--- config.mk ---
export PLATFORM = sky130hd
export DESIGN_NAME = wsic_ctrl
export DESIGN_NICKNAME = d
export VERILOG_FILES = /design/src/pkg/wsic_pkg.sv /design/src/rtl/wsic_wdog.sv /design/src/rtl/wsic_ctrl.sv
export SDC_FILE = /design/constraint.sdc
export NUM_CORES = 1
export LEC_CHECK = 0
export BUFFER_PORTS_ARGS = -buffer_cell sky130_fd_sc_hd__buf_2
export CAP_MARGIN = 40
export CORE_MARGIN = 1
export CORE_UTILIZATION = 52
export DETAILED_ROUTE_END_ITERATION = 8
export PLACE_DENSITY = 0.81
export SYNTH_ARGS = -nofsm -noshare
export SYNTH_HDL_FRONTEND = slang
export SYNTH_HIERARCHICAL = 1
export SYNTH_SLANG_ARGS = --single-unit
--- constraint.sdc ---
create_clock -name clk_sys_i -period 2.6 [get_ports clk_sys_i]
set_input_delay 0.26 -clock clk_sys_i [delete_from_list [all_inputs] [get_ports clk_sys_i]]
set_output_delay 0.26 -clock clk_sys_i [all_outputs]
set_load 0.02 [all_outputs]
--- src/pkg/wsic_pkg.sv ---
/*
  Constants and types for the watchdog / sleep / idle controller.
  Assumes a 50 MHz system clock and a 24-bit configuration address space.
*/
package wsic_pkg;

  // ==========================================================
  // timing
  localparam int CLK_PERIOD_NS      = 20;
  localparam int POWERON_DELAY_NS   = 10000;
  localparam int POWERON_DELAY_CYC  =
    (POWERON_DELAY_NS + CLK_PERIOD_NS - 1) / CLK_PERIOD_NS;
  localparam int POWERUP_DELAY_US   = 64;
  localparam int POWERUP_DELAY_CYC  =
    (POWERUP_DELAY_US * 1000 + CLK_PERIOD_NS - 1) / CLK_PERIOD_NS;
  localparam int OST_DELAY_US       = 20;
  localparam int OST_DELAY_CYC      =
    (OST_DELAY_US * 1000 + CLK_PERIOD_NS - 1) / CLK_PERIOD_NS;
  localparam int PLL_SETTLE_US      = 20;
  localparam int PLL_SETTLE_CYC     =
    (PLL_SETTLE_US * 1000 + CLK_PERIOD_NS - 1) / CLK_PERIOD_NS;
  localparam int DLY_W              = 16;

  // ==========================================================
  // watchdog
  localparam int WDOG_CNT_W         = 16;
  localparam int WDOG_PERIOD_TICKS  = 512;

  // ==========================================================
  // configuration words
  localparam logic [23:0] OSC_CFG_ADDR  = 24'hF80000;
  localparam logic [23:0] WDOG_CFG_ADDR = 24'hF80002;
  localparam logic [23:0] BOR_CFG_ADDR  = 24'hF80004;
  localparam logic [23:0] CFG_ERASED    = 24'hFFFFFF;
  localparam int CFG_DATA_W          = 16;
  localparam int WDOG_CFG_EN_BIT     = 15;
  localparam int OSC_SRC_LSB         = 8;
  localparam int PRI_MODE_LSB        = 0;
  localparam int FAIL_MON_EN_BIT     = 14;
  localparam int PWRT_EN_BIT         = 4;

  // ==========================================================
  // reset-control register
  localparam int RC_POR    = 0;
  localparam int RC_BOR    = 1;
  localparam int RC_IDLE   = 2;
  localparam int RC_SLEEP  = 3;
  localparam int RC_WDOG_TIMEOUT_FLAG   = 4;
  localparam int RC_WDOG_SOFT_ENABLE = 5;
  localparam int RC_EXTR   = 7;
  localparam logic [15:0] RC_WR_MASK   = 16'h00BF;
  localparam logic [15:0] RC_POR_VALUE = 16'h0003;

  // ==========================================================
  // oscillator codes
  localparam logic [2:0] OSC_LP   = 3'h0;
  localparam logic [2:0] OSC_FRC  = 3'h1;
  localparam logic [2:0] OSC_SLOW_INTERNAL_RC = 3'h2;
  localparam logic [2:0] OSC_PRI  = 3'h3;
  localparam logic [4:0] PRI_EC   = 5'h0B;
  localparam logic [4:0] PRI_ERC  = 5'h09;
  localparam int PRI_PLL_BIT      = 4;

  typedef enum logic [1:0] {
    WK_RC   = 2'b00,
    WK_XTAL = 2'b01,
    WK_PLL  = 2'b10,
    WK_LP   = 2'b11
  } wsic_wake_kind_t;

  typedef enum logic [2:0] {
    ST_RUN   = 3'b000,
    ST_IDLE  = 3'b001,
    ST_SLEEP = 3'b010,
    ST_DELAY = 3'b011,
    ST_STALL = 3'b100
  } wsic_pwr_state_t;

endpackage : wsic_pkg

--- src/rtl/wsic_wdog.sv ---
/*
  Watchdog counter stepped by edges of the slow internal RC oscillator.
  Assumes the RC clock arrives as an unsynchronised pin.
*/
`timescale 1ns/1ps
`default_nettype none
module wsic_wdog
  import wsic_pkg::*;
#(
  parameter int PERIOD = wsic_pkg::WDOG_PERIOD_TICKS
) (
  input  wire logic clk_sys_i,
  input  wire logic rst_b_i,
  input  wire logic slow_rc_clk_i,
  input  wire logic enable_i,
  input  wire logic clear_i,
  output logic      overflow_o
);
  import wsic_pkg::*;

  typedef struct packed {
    logic [2:0]            sync;
    logic                  lvl;
    logic [WDOG_CNT_W-1:0] cnt;
    logic                  ovf;
  } wsic_wdog_t;

  wsic_wdog_t s_reg;
  wsic_wdog_t s_next;
  logic       tick;

  // ==========================================================
  // counter
  always_comb begin
    s_next      = s_reg;
    s_next.ovf  = 1'b0;
    s_next.sync = {s_reg.sync[1], s_reg.sync[0], slow_rc_clk_i};
    // a rising change counts only once stages two and three agree
    tick = (s_reg.sync[1] == s_reg.sync[2]) && s_reg.sync[2] && !s_reg.lvl;
    if (s_reg.sync[1] == s_reg.sync[2]) begin
      s_next.lvl = s_reg.sync[2];
    end
    if (clear_i || !enable_i) begin
      s_next.cnt = '0;
    end else if (tick) begin
      if (s_reg.cnt == WDOG_CNT_W'(PERIOD - 1)) begin
        s_next.cnt = '0;
        s_next.ovf = 1'b1;
      end else begin
        s_next.cnt = s_reg.cnt + 1'b1;
      end
    end
  end

  always_ff @(posedge clk_sys_i) begin
    if (!rst_b_i) begin
      s_reg <= '0;
    end else begin
      s_reg <= s_next;
    end
  end

  assign overflow_o = s_reg.ovf;
endmodule : wsic_wdog
`default_nettype wire

--- src/rtl/wsic_ctrl.sv ---
/*
  Power controller: watchdog, Sleep and Idle states, wake sequencing,
  reset-control status bits and configuration word read-back.
  Assumes reset and wake requests are one-cycle pulses on clk_sys_i and
  the configuration fuse words are static inputs.
*/
`timescale 1ns/1ps
`default_nettype none
// Function
// - watchdog advances only on slow internal RC edges
// - configuration enable bit set runs watchdog permanently; erased reads 1
// - enabled watchdog counts to overflow; overflow resets unless in Sleep or Idle
// - clear instruction zeroes count; software clears often enough
// - with configuration bit 0, software enable bit 5 decides
// - overflow in Sleep wakes and sets Sleep and time-out bits
// - power-save operand selects Sleep or Idle
// - Sleep gates CPU and peripheral clocks and stops oscillator
// - Sleep disables clock monitor; slow RC runs when watchdog on
// - Sleep ends on interrupt, any reset or watchdog overflow
// - wake uses current oscillator; power-on/brown-out use fuse fields
// - crystal waits start-up timer, PLL waits lock, plus other delays
// - RC or external clock wake waits power-on delay only
// - low-power crystal kept through Sleep waits power-on delay only
// - interrupt wake branches to handler and sets Sleep bit
// - crystal dead after delays: trap and fast RC, else stall
// - resets wake Sleep; non-power-on sets Sleep bit, power-on clears
// - Idle gates only CPU clock; monitor RC stays on if enabled
// - Idle ends on interrupt or overflow with no delay; resets go through the delay
// - non-power-on reset or interrupt wake sets Idle bit
// - overflow in Idle wakes and sets Idle and time-out bits
// - configuration words are 24 bits, low 16 used, readable
module wsic_ctrl
  import wsic_pkg::*;
#(
  parameter int POWERON_CYC = wsic_pkg::POWERON_DELAY_CYC,
  parameter int POWERUP_CYC = wsic_pkg::POWERUP_DELAY_CYC,
  parameter int OST_CYC     = wsic_pkg::OST_DELAY_CYC,
  parameter int PLL_CYC     = wsic_pkg::PLL_SETTLE_CYC,
  parameter int WDOG_PERIOD = wsic_pkg::WDOG_PERIOD_TICKS
) (
  input  wire logic        clk_sys_i,
  input  wire logic        rst_b_i,
  input  wire logic        por_evt_i,
  input  wire logic        bor_evt_i,
  input  wire logic        mclr_evt_i,
  input  wire logic [23:0] osc_cfg_word_i,
  input  wire logic [23:0] wdog_cfg_word_i,
  input  wire logic [23:0] bor_cfg_word_i,
  input  wire logic        tblrd_req_i,
  input  wire logic [23:0] tblrd_addr_i,
  output logic      [23:0] tblrd_data_o,
  output logic             tblrd_valid_o,
  input  wire logic        reset_control_reg_wr_i,
  input  wire logic [15:0] reset_control_reg_wdata_i,
  output logic      [15:0] reset_control_reg_rdata_o,
  input  wire logic        wdog_clear_instr_i,
  input  wire logic        power_save_instr_i,
  input  wire logic        power_save_sleep_i,
  input  wire logic        irq_wake_i,
  input  wire logic        slow_rc_clk_i,
  input  wire logic [2:0]  current_osc_select_i,
  input  wire logic        lp_keep_in_sleep_i,
  input  wire logic        osc_stable_i,
  input  wire logic        pll_lock_i,
  output logic             core_reset_o,
  output logic             cpu_clk_en_o,
  output logic             periph_clk_en_o,
  output logic             osc_run_o,
  output logic             slow_rc_run_o,
  output logic             fail_mon_en_o,
  output logic      [2:0]  osc_select_o,
  output logic             clk_fail_trap_o,
  output logic             irq_take_o,
  output logic      [2:0]  pwr_state_o
);
  import wsic_pkg::*;

  typedef struct packed {
    wsic_pwr_state_t  st;
    logic [23:0]      osc_cfg;
    logic [23:0]      wdog_cfg;
    logic [23:0]      bor_cfg;
    logic             cfg_loaded;
    logic [15:0]      reset_control_reg;
    logic [DLY_W-1:0] dly;
    logic             in_reset;
    logic [2:0]       osc_sel;
    wsic_wake_kind_t  kind;
    logic             wake_irq;
    logic             irq_take;
    logic             trap;
    logic             rd_valid;
    logic [23:0]      rd_data;
  } wsic_ctrl_t;

  localparam wsic_ctrl_t RESET_STATE = '{
    st: ST_DELAY, osc_cfg: CFG_ERASED, wdog_cfg: CFG_ERASED,
    bor_cfg: CFG_ERASED, cfg_loaded: 1'b0, reset_control_reg: RC_POR_VALUE,
    dly: DLY_W'(POWERON_CYC - 1), in_reset: 1'b1, osc_sel: OSC_FRC,
    kind: WK_RC, wake_irq: 1'b0, irq_take: 1'b0, trap: 1'b0,
    rd_valid: 1'b0, rd_data: 24'h000000};

  wsic_ctrl_t s_reg;
  wsic_ctrl_t s_next;
  logic       wdog_en;
  logic       wdog_ovf;
  logic       wdog_clear;
  logic       fail_mon_cfg;
  logic       osc_ok;
  logic       quiet;
  logic [2:0] cfg_osc;
  logic [4:0] cfg_pri;
  wsic_wake_kind_t kind_cfg;
  wsic_wake_kind_t kind_cur;

  // ==========================================================
  // decoding
  function automatic wsic_wake_kind_t wake_kind(input logic [2:0] osc,
                                                input logic [4:0] pri,
                                                input logic       kept);
    if (osc == OSC_LP) begin
      wake_kind = kept ? WK_LP : WK_XTAL;
    end else if (osc != OSC_PRI) begin
      wake_kind = WK_RC;
    end else if (pri[PRI_PLL_BIT]) begin
      wake_kind = WK_PLL;
    end else if (pri == PRI_EC || pri == PRI_ERC) begin
      wake_kind = WK_RC;
    end else begin
      wake_kind = WK_XTAL;
    end
  endfunction : wake_kind

  // delays are summed, which is safe but longer than running them in parallel
  function automatic logic [DLY_W-1:0] delay_for(input wsic_wake_kind_t k,
                                                 input logic pwrt_en);
    logic [DLY_W-1:0] d;
    d = DLY_W'(POWERON_CYC - 1);
    if (k == WK_XTAL || k == WK_PLL) begin
      d = d + DLY_W'(OST_CYC);
      if (pwrt_en) begin
        d = d + DLY_W'(POWERUP_CYC);
      end
      if (k == WK_PLL) begin
        d = d + DLY_W'(PLL_CYC);
      end
    end
    delay_for = d;
  endfunction : delay_for

  assign cfg_osc      = s_reg.osc_cfg[OSC_SRC_LSB +: 3];
  assign cfg_pri      = s_reg.osc_cfg[PRI_MODE_LSB +: 5];
  assign fail_mon_cfg = s_reg.osc_cfg[FAIL_MON_EN_BIT];
  assign kind_cfg     = wake_kind(cfg_osc, cfg_pri, 1'b0);
  assign kind_cur     = wake_kind(current_osc_select_i, cfg_pri,
                                  lp_keep_in_sleep_i && s_reg.st == ST_SLEEP);
  assign wdog_en = s_reg.wdog_cfg[WDOG_CFG_EN_BIT]
                 | s_reg.reset_control_reg[RC_WDOG_SOFT_ENABLE];
  assign osc_ok  = osc_stable_i && (s_reg.kind != WK_PLL || pll_lock_i);
  assign quiet   = !por_evt_i && !bor_evt_i && !mclr_evt_i;
  assign wdog_clear = wdog_clear_instr_i || s_reg.in_reset || !quiet;

  // ==========================================================
  // watchdog
  wsic_wdog #(
    .PERIOD       (WDOG_PERIOD)
  ) u_wdog (
    .clk_sys_i    (clk_sys_i),
    .rst_b_i      (rst_b_i),
    .slow_rc_clk_i(slow_rc_clk_i),
    .enable_i     (wdog_en),
    .clear_i      (wdog_clear),
    .overflow_o   (wdog_ovf)
  );

  // ==========================================================
  // sequencer
  always_comb begin
    logic go;
    logic use_cfg;
    logic rst_go;
    go      = 1'b0;
    use_cfg = 1'b0;
    rst_go  = 1'b0;
    s_next          = s_reg;
    s_next.trap     = 1'b0;
    s_next.irq_take = 1'b0;
    s_next.rd_valid = 1'b0;
    if (!s_reg.cfg_loaded) begin
      s_next.osc_cfg    = osc_cfg_word_i;
      s_next.wdog_cfg   = wdog_cfg_word_i;
      s_next.bor_cfg    = bor_cfg_word_i;
      s_next.cfg_loaded = 1'b1;
    end
    if (tblrd_req_i) begin
      s_next.rd_valid = 1'b1;
      unique case (tblrd_addr_i)
        OSC_CFG_ADDR:  s_next.rd_data = {8'h00, s_reg.osc_cfg[CFG_DATA_W-1:0]};
        WDOG_CFG_ADDR: s_next.rd_data = {8'h00, s_reg.wdog_cfg[CFG_DATA_W-1:0]};
        BOR_CFG_ADDR:  s_next.rd_data = {8'h00, s_reg.bor_cfg[CFG_DATA_W-1:0]};
        default:       s_next.rd_data = 24'h000000;
      endcase
    end
    if (reset_control_reg_wr_i) begin
      s_next.reset_control_reg = (s_reg.reset_control_reg & ~RC_WR_MASK) | (reset_control_reg_wdata_i & RC_WR_MASK);
    end
    // hardware status updates below override a same-cycle software write
    if (por_evt_i) begin
      s_next.reset_control_reg       = RC_POR_VALUE;
      s_next.cfg_loaded = 1'b0;
      go = 1'b1;
      use_cfg = 1'b1;
      rst_go = 1'b1;
    end else if (bor_evt_i) begin
      s_next.reset_control_reg[RC_POR] = 1'b0;
      s_next.reset_control_reg[RC_BOR] = 1'b1;
      if (s_reg.st == ST_SLEEP) s_next.reset_control_reg[RC_SLEEP] = 1'b1;
      if (s_reg.st == ST_IDLE)  s_next.reset_control_reg[RC_IDLE]  = 1'b1;
      go = 1'b1;
      use_cfg = 1'b1;
      rst_go = 1'b1;
    end else if (mclr_evt_i) begin
      s_next.reset_control_reg[RC_EXTR]  = 1'b1;
      s_next.reset_control_reg[RC_WDOG_TIMEOUT_FLAG]  = 1'b0;
      s_next.reset_control_reg[RC_SLEEP] = (s_reg.st == ST_SLEEP);
      s_next.reset_control_reg[RC_IDLE]  = (s_reg.st == ST_IDLE);
      go = 1'b1;
      rst_go = 1'b1;
    end else if (wdog_ovf) begin
      s_next.reset_control_reg[RC_WDOG_TIMEOUT_FLAG] = 1'b1;
      if (s_reg.st == ST_SLEEP) begin
        s_next.reset_control_reg[RC_SLEEP] = 1'b1;
        go = 1'b1;
      end else if (s_reg.st == ST_IDLE) begin
        s_next.reset_control_reg[RC_IDLE] = 1'b1;
        s_next.irq_take = irq_wake_i;
        s_next.st = ST_RUN;
      end else begin
        s_next.reset_control_reg[RC_SLEEP] = 1'b0;
        s_next.reset_control_reg[RC_IDLE]  = 1'b0;
        s_next.reset_control_reg[RC_EXTR]  = 1'b0;
        go = 1'b1;
        rst_go = 1'b1;
      end
    end else if (irq_wake_i && s_reg.st == ST_SLEEP) begin
      s_next.reset_control_reg[RC_SLEEP] = 1'b1;
      s_next.wake_irq = 1'b1;
      go = 1'b1;
    end else if (irq_wake_i && s_reg.st == ST_IDLE) begin
      s_next.reset_control_reg[RC_IDLE] = 1'b1;
      s_next.irq_take = 1'b1;
      s_next.st = ST_RUN;
    end else begin
      unique case (s_reg.st)
        ST_RUN: begin
          if (power_save_instr_i) begin
            s_next.st = power_save_sleep_i ? ST_SLEEP : ST_IDLE;
          end
        end
        ST_IDLE, ST_SLEEP: begin
        end
        ST_DELAY: begin
          if (s_reg.dly != '0) begin
            s_next.dly = s_reg.dly - 1'b1;
          end else if (s_reg.kind == WK_RC || s_reg.kind == WK_LP || osc_ok) begin
            s_next.st = ST_RUN;
          end else if (fail_mon_cfg) begin
            s_next.trap    = 1'b1;
            s_next.osc_sel = OSC_FRC;
            s_next.st      = ST_RUN;
          end else begin
            s_next.st = ST_STALL;
          end
        end
        ST_STALL: begin
          if (osc_ok) s_next.st = ST_RUN;
        end
        default: s_next.st = ST_RUN;
      endcase
      if (s_next.st == ST_RUN && s_reg.st != ST_RUN) begin
        s_next.in_reset = 1'b0;
        s_next.irq_take = s_reg.wake_irq || s_next.irq_take;
        s_next.wake_irq = 1'b0;
      end
    end
    if (go) begin
      s_next.st       = ST_DELAY;
      s_next.kind     = use_cfg ? kind_cfg : kind_cur;
      s_next.osc_sel  = use_cfg ? cfg_osc : current_osc_select_i;
      s_next.dly      = delay_for(s_next.kind, s_reg.bor_cfg[PWRT_EN_BIT]);
      s_next.in_reset = rst_go || s_reg.in_reset;
      if (rst_go) s_next.wake_irq = 1'b0;
    end
  end

  always_ff @(posedge clk_sys_i) begin
    if (!rst_b_i) begin
      s_reg <= RESET_STATE;
    end else begin
      s_reg <= s_next;
    end
  end

  // ==========================================================
  // outputs
  assign core_reset_o    = s_reg.in_reset;
  assign cpu_clk_en_o    = (s_reg.st == ST_RUN);
  assign periph_clk_en_o = (s_reg.st == ST_RUN) || (s_reg.st == ST_IDLE);
  assign osc_run_o       = (s_reg.st != ST_SLEEP)
                         || (lp_keep_in_sleep_i && s_reg.osc_sel == OSC_LP);
  assign fail_mon_en_o   = fail_mon_cfg && (s_reg.st != ST_SLEEP);
  assign slow_rc_run_o   = wdog_en || fail_mon_en_o;
  assign osc_select_o    = s_reg.osc_sel;
  assign clk_fail_trap_o = s_reg.trap;
  assign irq_take_o      = s_reg.irq_take;
  assign reset_control_reg_rdata_o    = s_reg.reset_control_reg;
  assign tblrd_valid_o   = s_reg.rd_valid;
  assign tblrd_data_o    = s_reg.rd_data;
  assign pwr_state_o     = s_reg.st;
endmodule : wsic_ctrl
`default_nettype wire

== Word level (Yosys, flattened, before mapping) ==
Cells that the tools add are included.
Operators by class
  div/mod/pow operators: 0
  eq/ne operators: 29
  add/subtract/negate cells: 3
  multipliers: 0
  bitwise operators: 8
  reductions and logical operators: 54
  shift operators: 0
  muxes and demuxes: 104
  order comparisons: 0
Operators by type and width (count)
  20-bit two-way mux: 6
  16-bit two-way mux: 7
  3-bit two-way mux: 25
  24-bit == test (second input constant): 3
  1-bit two-way mux: 48
  16-bit one-hot mux with 3 select lines: 1
  25-bit two-way mux: 1
  2-bit two-way mux: 12
  23-bit two-way mux: 1
  16-bit by 1-bit adder with 16-bit output (second input constant): 1
  16-bit by 10-bit adder with 16-bit output (second input constant): 1
  16-bit by 9-bit == test with 1-bit output (second input constant): 1
  2-bit by 1-bit != test with 1-bit output (second input constant): 8
  16-bit by 8-bit OR with 16-bit output: 1
  16-bit nonzero test: 1
  16-bit by 1-bit subtractor with 16-bit output (second input constant): 1
  3-bit logical NOT: 5
  13-bit two-way mux: 1
  1-bit logical OR: 12
  3-bit one-hot mux with 4 select lines: 1
  1-bit logical AND: 11
  5-bit by 4-bit == test with 1-bit output (second input constant): 2
  10-bit AND reduction: 1
  2-bit nonzero test: 5
  21 further kinds: 42
Storage, ports and cells
  memory bits (writable): 0
  output and inout bits: 55
  logic and storage cells: 220
  memories: 0
  memory bits (read-only): 0
  bits in registers: 163
  latch bits: 0
  input port bits: 130

== Logic depth before layout (Yosys ltp) ==
Gate-level depths: netlist (run 1).
  depth in word-level cells: 24
  gate-level depth with buffers: 11
  mapped depth without buffers: 10

== Hierarchy ==
Netlist (run 1), hierarchy kept.
By module, submodules not included
  wsic_ctrl: times used 1, cells an instance 621, area an instance 5355.1 um^2, sequential area each 2021.9 um^2
  wsic_wdog: times used 1, cells an instance 101, area an instance 927.1 um^2, sequential area each 420.4 um^2

== Least setup slack after synthesis (run 1) ==
OpenSTA, ideal clock, no wires.
  path type: flip-flop to flip-flop
  start: reg s_reg (netlist bit pwr_state_o[1])
  end: reg s_reg[46] in the netlist's numbering
  clock period less this slack: 2.262 ns
  stages on the path, launching flop included: 12
  arrival time: 2.204 ns
  required time: 2.542 ns
  setup time: 0.058 ns
  path buffers: 1
  setup slack: 0.338 ns
  cells stage by stage: dfxtp_1 -> clkbuf_1 -> nor3b_1 -> a32oi_1 -> nor2_1 -> a41oi_1 -> inv_1 -> ha_1 -> nand2b_1 -> nor2_1 -> a2bb2oi_1 -> o211a_1
Between the ends
  word-level cells in the longest chain between the ends: 9
  elaborated cells between the ends (all ways): 31
  those cells by class: 11 x eq/ne; 13 x mux; 7 x reduce/logical
RTL lines
  start, declared: line wsic_ctrl.sv:103  | wsic_ctrl_t s_reg;
  start signal, assigned: line wsic_ctrl.sv:300  | s_reg <= s_next;
  3-bit by 1-bit == test with 1-bit output / 3-bit by 2-bit == test with 1-bit output (equally long branches)
  1-bit two-way mux, or another cell as far along: line wsic_ctrl.sv:234  | end else if (s_reg.st == ST_IDLE) begin
  1-bit two-way mux, or another cell as far along: line wsic_ctrl.sv:231  | if (s_reg.st == ST_SLEEP) begin
  1-bit two-way mux / 2-bit two-way mux (equally long branches): line wsic_ctrl.sv:229, wsic_ctrl.sv:121
  1-bit two-way mux / 2-bit two-way mux (equally long branches): line wsic_ctrl.sv:222, wsic_ctrl.sv:288
  1-bit two-way mux, or another cell as far along: line wsic_ctrl.sv:214  | end else if (bor_evt_i) begin
  1-bit two-way mux, or another cell as far along: line wsic_ctrl.sv:208  | if (por_evt_i) begin
  2-bit != test (no line), or another cell as far along
  8-bit AND reduction (no line) / 23-bit two-way mux (equally long branches)
Parallel ways exist; a longest one is shown, timed or not.
A chain may end at the register's enable or synchronous reset.

== Final worst setup path (run 1) ==
  start: reg s_reg[34] in the netlist's numbering
  end: reg s_reg[48] in the netlist's numbering
Between the ends
  word-level cells in the longest chain between the ends: 10
  elaborated cells between the ends (all ways): 13
  those cells by class: 1 x add/sub; 9 x mux; 3 x reduce/logical
RTL lines
  16-bit by 1-bit subtractor with 16-bit output: line wsic_ctrl.sv:264  | s_next.dly = s_reg.dly - 1'b1;
  16-bit two-way mux: line wsic_ctrl.sv:263  | if (s_reg.dly != '0) begin
  16-bit two-way mux: line wsic_ctrl.sv:254  | unique case (s_reg.st)
  20-bit two-way mux: line wsic_ctrl.sv:249  | end else if (irq_wake_i && s_reg.st == ST_IDLE) begin
  20-bit two-way mux: line wsic_ctrl.sv:245  | end else if (irq_wake_i && s_reg.st == ST_SLEEP) begin
  20-bit two-way mux: line wsic_ctrl.sv:229  | end else if (wdog_ovf) begin
  20-bit two-way mux: line wsic_ctrl.sv:222  | end else if (mclr_evt_i) begin
  20-bit two-way mux: line wsic_ctrl.sv:214
  20-bit two-way mux: line wsic_ctrl.sv:208
  23-bit two-way mux: line wsic_ctrl.sv:286  | if (go) begin
Parallel ways exist; a longest one is shown, timed or not. The select of a mux whose other input is x is not followed.

==> summary.txt, run 1 <==
Post-synth top flop = dfxtp_1
CTS-repair resized insts = 0
non-filler cells, final = 982
final count of negative-setup-slack endpoints = 0
total number of H-tree levels = 4
total negative setup slack = 0 ns
total of fill cells in the finished design = 1,001
# hold bufs at CTS = 0
wire length of the first global-routing pass = 25,300 um
clock insertion delay at the later pin of the skew report = 0.42 ns
startpoint type of the worst setup path = register
setup repair after global routing missed its margin = no
maximum clock rate = 0.435 GHz
type of destination of the critical path = register
count of flip-flops with a built-in enable after synthesis = 0
sequential share of the synthesized area = 38.9%
Max FO, Critical Path = 7
largest buffer count on any clock path = 2
violated checks = design-rule violations
number of detailed-route iterations in the first pass = 7
placed wire-length estimate after detailed placement = 10,800 um
Worst Setup Path Type = register to register
global route overflow = 0
top-area cell type share of the netlist area = 38.9%
count of input and output buffers = 134
Syn Area/Cell = 8.70 um2
weighted congestion at the end of routability-driven global placement = 0.900
leakage power total = 3.16 nW
maximum number of pins on one net before global-route repair = 48
internal reg-to-reg setup slack = 0.30 ns
hold worst-path end = s_reg[103]
final critical path time including I/O delays and setup = 2.30 ns
Avg WL per Cell = 16.0 um
vertical extent of the die = 112 um
Power, Total = 4.68 mW
clock transition at the registers of the reported paths = 0.06 ns
pin slew with the least headroom to its limit = 0.659 ns
main area contributors after synthesis = dfxtp_1 39%, mux2i_1 12%, buf_4 5.6%, nand2_1 5.0%, nor2_1 3.4%
cell taking the most area after synthesis = dfxtp_1
peak per-stage delay on the critical path = 0.52 ns
residual antenna-violating net count after detailed routing = 0
number of cells traversed by the worst register-to-register path = 7
footprint of the multi-input gates = 3340 um2
max FFs per register = 59
cell depth of the worst min-delay path = 3
status = complete, but fails checks
normalized max-slew margin = 55.6%
Synthesis Warnings = 6
Max rail drop VDD = 0.000452 V
root buf cell = clkbuf_16
total clock sinks = 122
# Max-Cap Violations = 0
number of setup buffers added after CTS = 0
PwrDens = 630 nW/um2
synthesized instance count = 722
highest-delay cell along the critical path = or4b_1
Synth Cell Area = 6280 um2
TritonCTS clock tree = built
via count of the first global-routing pass = 5,352
critical register-to-register path endpoint = s_reg[48]
placeable core region = 11,600 um2
hold_sp = wdog_cfg_word_i[12]
count of routing violations after the opening detailed-route iteration = 358
share of cells above drive strength 1 = 23.7%
proportion of synthesized flip-flops having asynchronous set or reset = 0%
number of synthesized register bits = 122
Die Outline Area = 12,500 um2
Min-Delay Path Class = input pin to register
Remaining DRCs = 11
final count of hold timing violations = 0
area occupied by registers = 2440 um2
count of distinct cell types in the synthesized netlist = 77
Top Ports = 185
DRT Wirelength = 15,700 um
count of placed standard cells including taps = 949
reg-to-reg startpoint = s_reg[34]
nets = 963
Row Count = 39
Final Slew Violations = 0
starting density of the core = 54.1%
endpoint required time on the critical path = 2.91 ns
global routing usage summed across all routing layers = 25.5%
beginning of the critical path = s_reg[34]
horizontal extent of the die = 112 um
share of the cycle needed by the critical path after routing = 88.5%
Via Count = 5,618
cts bufs inserted = 17
cell-by-cell trace of the critical path = inv_1, ha_1, or4b_1, nor3_2, o2111ai_1, and4_1, or2_1
via count normalized by instance count = 5.72
number of antenna violations at the first check in global routing = 2
Layout Area Growth over Synthesis = 18.1%
clock skew after layout = 0.00920 ns
CP Data Arrival Time = 2.61 ns
cell type report:
| class | count | area share, % |
|---|---|---|
| clock buffers | 22 | 6.53 |
| diodes | 1 | 0.0337 |
| multi-input cells | 516 | 45.0 |
| flip-flops and latches | 122 | 32.9 |
| clock inverters | 10 | 1.25 |
| inverters | 17 | 0.860 |
| well taps | 143 | 2.41 |
| repair buffers | 151 | 11.0 |
logic make-up after synthesis:
group | share of synthesized area [%]
xor+xnor | 2.09
other cells | 0.0597
mux | 11.9
simple gates | 23.5
fa+ha+maj | 1.59
compound gates | 12.9
flops | 38.9
buf+inv | 8.96
stage by stage:
stage	cell area (um2)	setup WS [ns]	hold slack [ns]	util, %
3_3_place_gp	6820	0.314	0.416	58.7
4_1_cts	7420	0.316	0.0393	63.9
5_1_grt	7420	0.118	0.0429	63.9
6_report	7420	0.299	0.0504	63.9
2_1_floorplan	6340	0.338	0.382	-
3_5_place_dp	6840	0.291	0.421	58.9
placed cells by master, fill, tap and decap left out, drive strengths merged, types with 5 or more instances in the layout:
master and instances:
a21oi 35, clkbuf 22, o211ai 5, nor2 57
buf 151, o21ai 33, ha 8, nand4 16
or3 11, dfxtp 122, nor3 17, clkinv 5
xnor2 8, conb 17, nand2b 7, mux2i 75
and2 9, inv 17, nand3 16, nor2b 21
a211oi 6, nor4 12, xor2 7, nand2 84
or4 5
cells in the mapped netlist (3+ instances only):
master,instances
a31oi_1,4
xor2_1,7
o2111ai_1,4
and2_1,9
o211ai_1,5
nand4b_1,3
buf_1,4
nand2b_1,7
or3_1,9
dfxtp_1,122
o31ai_1,3
nor2b_1,21
buf_4,47
nor4_1,10
ha_1,8
nor2_1,57
clkbuf_1,23
mux2i_1,75
a21oi_1,34
a2111oi_0,3
inv_1,17
a22oi_1,4
buf_2,9
o21ai_1,13
nand3_1,16
nand2_1,84
nand4_1,14
o21ai_0,19
xnor2_1,8
nor3_1,16
a211oi_1,5
or4_1,3
a211o_1,3
worst max-delay path by stage:
stage | slack (ns) | cells after the start | endpoint
after global placement | 0.31 | 9 | s_reg[46]
after detailed placement | 0.29 | 9 | s_reg[46]
after CTS | 0.32 | 7 | s_reg[48]
after global routing | 0.12 | 10 | s_reg[43]
after floorplan | 0.34 | 11 | s_reg[46]
final | 0.30 | 7 | s_reg[48]
layer usage:
metal / share of wire, % / track usage [%] / up-vias
met1: 43 / 31.0 / 2607
met5: 0 / 0 / -
met3: 9.8 / 9.25 / 28
li1: - / - / 2707
met4: 2.0 / 10.1 / 0
met2: 46 / 41.0 / 276
critical path: cells and delay by family, from the launching register on:
family	cells	cell delay (ns)
buffers and inverters	1	0.09
adder cells (fa/ha/maj)	1	0.31
AND/OR/NAND/NOR	4	1.24
flip-flops	1	0.37
AO/OA/AOI/OAI	1	0.19
power by group:
| group | total (mW) | switching, mW | internal [mW] |
|---|---|---|---|
| Clock | 2.27 | 0.855 | 1.41 |
| Sequential | 1.99 | 0.0561 | 1.94 |
| Combinational | 0.415 | 0.235 | 0.180 |
No activity file was read; power rests on OpenSTA's default activity.
==> inputs of run 2 (changes only) <==
--- a/config.mk
+++ b/config.mk
@@ -7,8 +7,10 @@
 export LEC_CHECK = 0
 export BUFFER_PORTS_ARGS = -buffer_cell sky130_fd_sc_hd__buf_2
 export CAP_MARGIN = 40
+export CELL_PAD_IN_SITES_DETAIL_PLACEMENT = 0
+export CELL_PAD_IN_SITES_GLOBAL_PLACEMENT = 1
 export CORE_MARGIN = 1
-export CORE_UTILIZATION = 52
+export CORE_UTILIZATION = 38
 export DETAILED_ROUTE_END_ITERATION = 8
 export PLACE_DENSITY = 0.81
 export SYNTH_ARGS = -nofsm -noshare
==> run 2 against run 1 <==
Effect of this change: the run now ends clean; critical endpoint unchanged; sequential share of layout area decreased by 0.82 points; hold slack worse by 0.0038 ns; sequential power barely moved; critical path depth stayed put; fmax rose by 0.51%.
==> summary.txt, run 2 (same netlist as run 1, synthesis figures left out) <==
PwrDens = 674 nW/um2 (+7.0%)
total clock sinks = 122 (unchanged)
Top Ports = 185 (unchanged)
Avg WL per Cell = 15.0 um (-6.2%)
leading cell type in the layout, fill and taps excluded = buf_2
pin slew with the least headroom to its limit = 0.726 ns (+0.0673 ns)
root buf cell = clkbuf_16
share of the cycle needed by the critical path after routing = 88.0% (-0.45 points)
CTS-repair resized insts = 0 (unchanged)
endpoint required time on the critical path = 2.91 ns (about the same)
weighted congestion at the end of routability-driven global placement = 0.840 (-6.6%)
maximum clock rate = 0.437 GHz (+0.51%)
Max FO, Critical Path = 7 (unchanged)
max FFs per register = 59 (unchanged)
startpoint type of the worst setup path = register
normalized max-slew margin = 51.6% (-4.0 points)
Min-Delay Path Class = input pin to register
# Max-Cap Violations = 0 (unchanged)
final count of hold timing violations = 0 (unchanged)
leakage power total = 3.22 nW (+2.0%)
clock insertion delay at the later pin of the skew report = 0.42 ns (about the same)
# hold bufs at CTS = 0 (unchanged)
most used cells in the layout excluding fill and tap cells = 134 x buf_2, 121 x dfxtp_1, 84 x nand2_1
global routing usage summed across all routing layers = 19.1% (-6.4 points)
via count normalized by instance count = 5.07 (-11%)
starting density of the core = 39.3% (-15 points)
Via Count = 5,355 (-4.7%)
status = complete, no violations
cts bufs inserted = 17 (unchanged)
total negative setup slack = 0 ns (unchanged)
Row Count = 46 (+18%)
TritonCTS clock tree = built
clock transition at the registers of the reported paths = 0.06 ns (about the same)
count of routing violations after the opening detailed-route iteration = 274 (-23%)
residual antenna-violating net count after detailed routing = 0 (unchanged)
final critical path time including I/O delays and setup = 2.29 ns (-0.0118 ns)
number of antenna violations at the first check in global routing = 1 (-1)
number of detailed-route iterations in the first pass = 4 (-3)
count of input and output buffers = 134 (unchanged)
placeable core region = 16,000 um2 (+38%)
largest buffer count on any clock path = 2 (unchanged)
Power, Total = 5.13 mW (+9.8%)
placed wire-length estimate after detailed placement = 11,000 um (+2.2%)
vertical extent of the die = 131 um (+17%)
global route overflow = 0 (unchanged)
Worst Setup Path Type = register to register
wire length of the first global-routing pass = 24,800 um (-1.9%)
Max rail drop VDD = 0.000468 V (+3.4%)
horizontal extent of the die = 131 um (+17%)
final count of negative-setup-slack endpoints = 0 (unchanged)
Layout Area Growth over Synthesis = 21.2%
Remaining DRCs = 0 (-11)
Final Slew Violations = 0 (unchanged)
nets = 965 (+0.21%)
share of cells above drive strength 1 = 24.0% (+0.30 points)
setup repair after global routing missed its margin = no
clock skew after layout = 0.0112 ns (+0.00199 ns)
number of setup buffers added after CTS = 0 (unchanged)
type of destination of the critical path = register
total number of H-tree levels = 4 (unchanged)
maximum number of pins on one net before global-route repair = 68 (+42%)
via count of the first global-routing pass = 4,849 (-9.4%)
CP Data Arrival Time = 2.60 ns (about the same)
DRT Wirelength = 15,800 um (+1.0%)
Die Outline Area = 17,100 um2 (+36%)
==> run 2: per-stage QoR <==
stage / hold slack, ns / setup WS, ns / util, % / instance area (um2) / instances
floorplan: 0.382 / 0.338 / - / 6340 / 738
global placement: 0.415 / 0.353 / 43.3 / 6930 / 1024
detailed placement: 0.427 / 0.334 / 43.3 / 6930 / 1024
CTS: 0.0280 / 0.314 / 47.6 / 7610 / 1056
global route: 0.0380 / 0.150 / 47.6 / 7610 / 1056
finish: 0.0467 / 0.311 / 47.6 / 7610 / 1057
==> run 2: per-layer routing <==
metal	share of wire [%]	global-route usage, %	vias to the layer above
met2	45	29.7	174
met3	7.1	6.39	9
met5	0	0	-
met4	0.83	6.29	0
li1	-	-	2721
met1	47	24.8	2451
==> run 2: worst paths after layout <==
path	from	slack [ns]	cells past startpoint	to
worst min-delay path	bor_cfg_word_i[11]	0.05	3	s_reg[78]
worst max-delay path	s_reg[34]	0.31	7	s_reg[48]
worst min register to register	u_wdog/s_next[19]	0.43	1	u_wdog/s_next[20]
worst max register to register	s_reg[34]	0.31	7	s_reg[48]
==> run 2: power breakdown <==
group          switching (mW)  internal, mW  total, mW
logic                   0.240         0.180      0.421
clock network           0.896          1.83       2.72
registers              0.0488          1.94       1.99
==> run 2: area by class of cell <==
class	instances	area (um2)
repair buffers	153	813
diodes	1	2.50
multi-input cells	516	3340
clock buffers	18	439
fillers	1583	8390
well taps	216	270
flip-flops and latches	122	2440
clock inverters	14	241
inverters	17	63.8
==> run 2: worst max-delay path, cell delays in order, from the launching register on <==
cell and delay, ns:
dfxtp_1 0.38, inv_1 0.09, ha_1 0.29, or4b_1 0.52, nor3_2 0.29, o2111ai_1 0.18, and4_1 0.21, or2_1 0.22
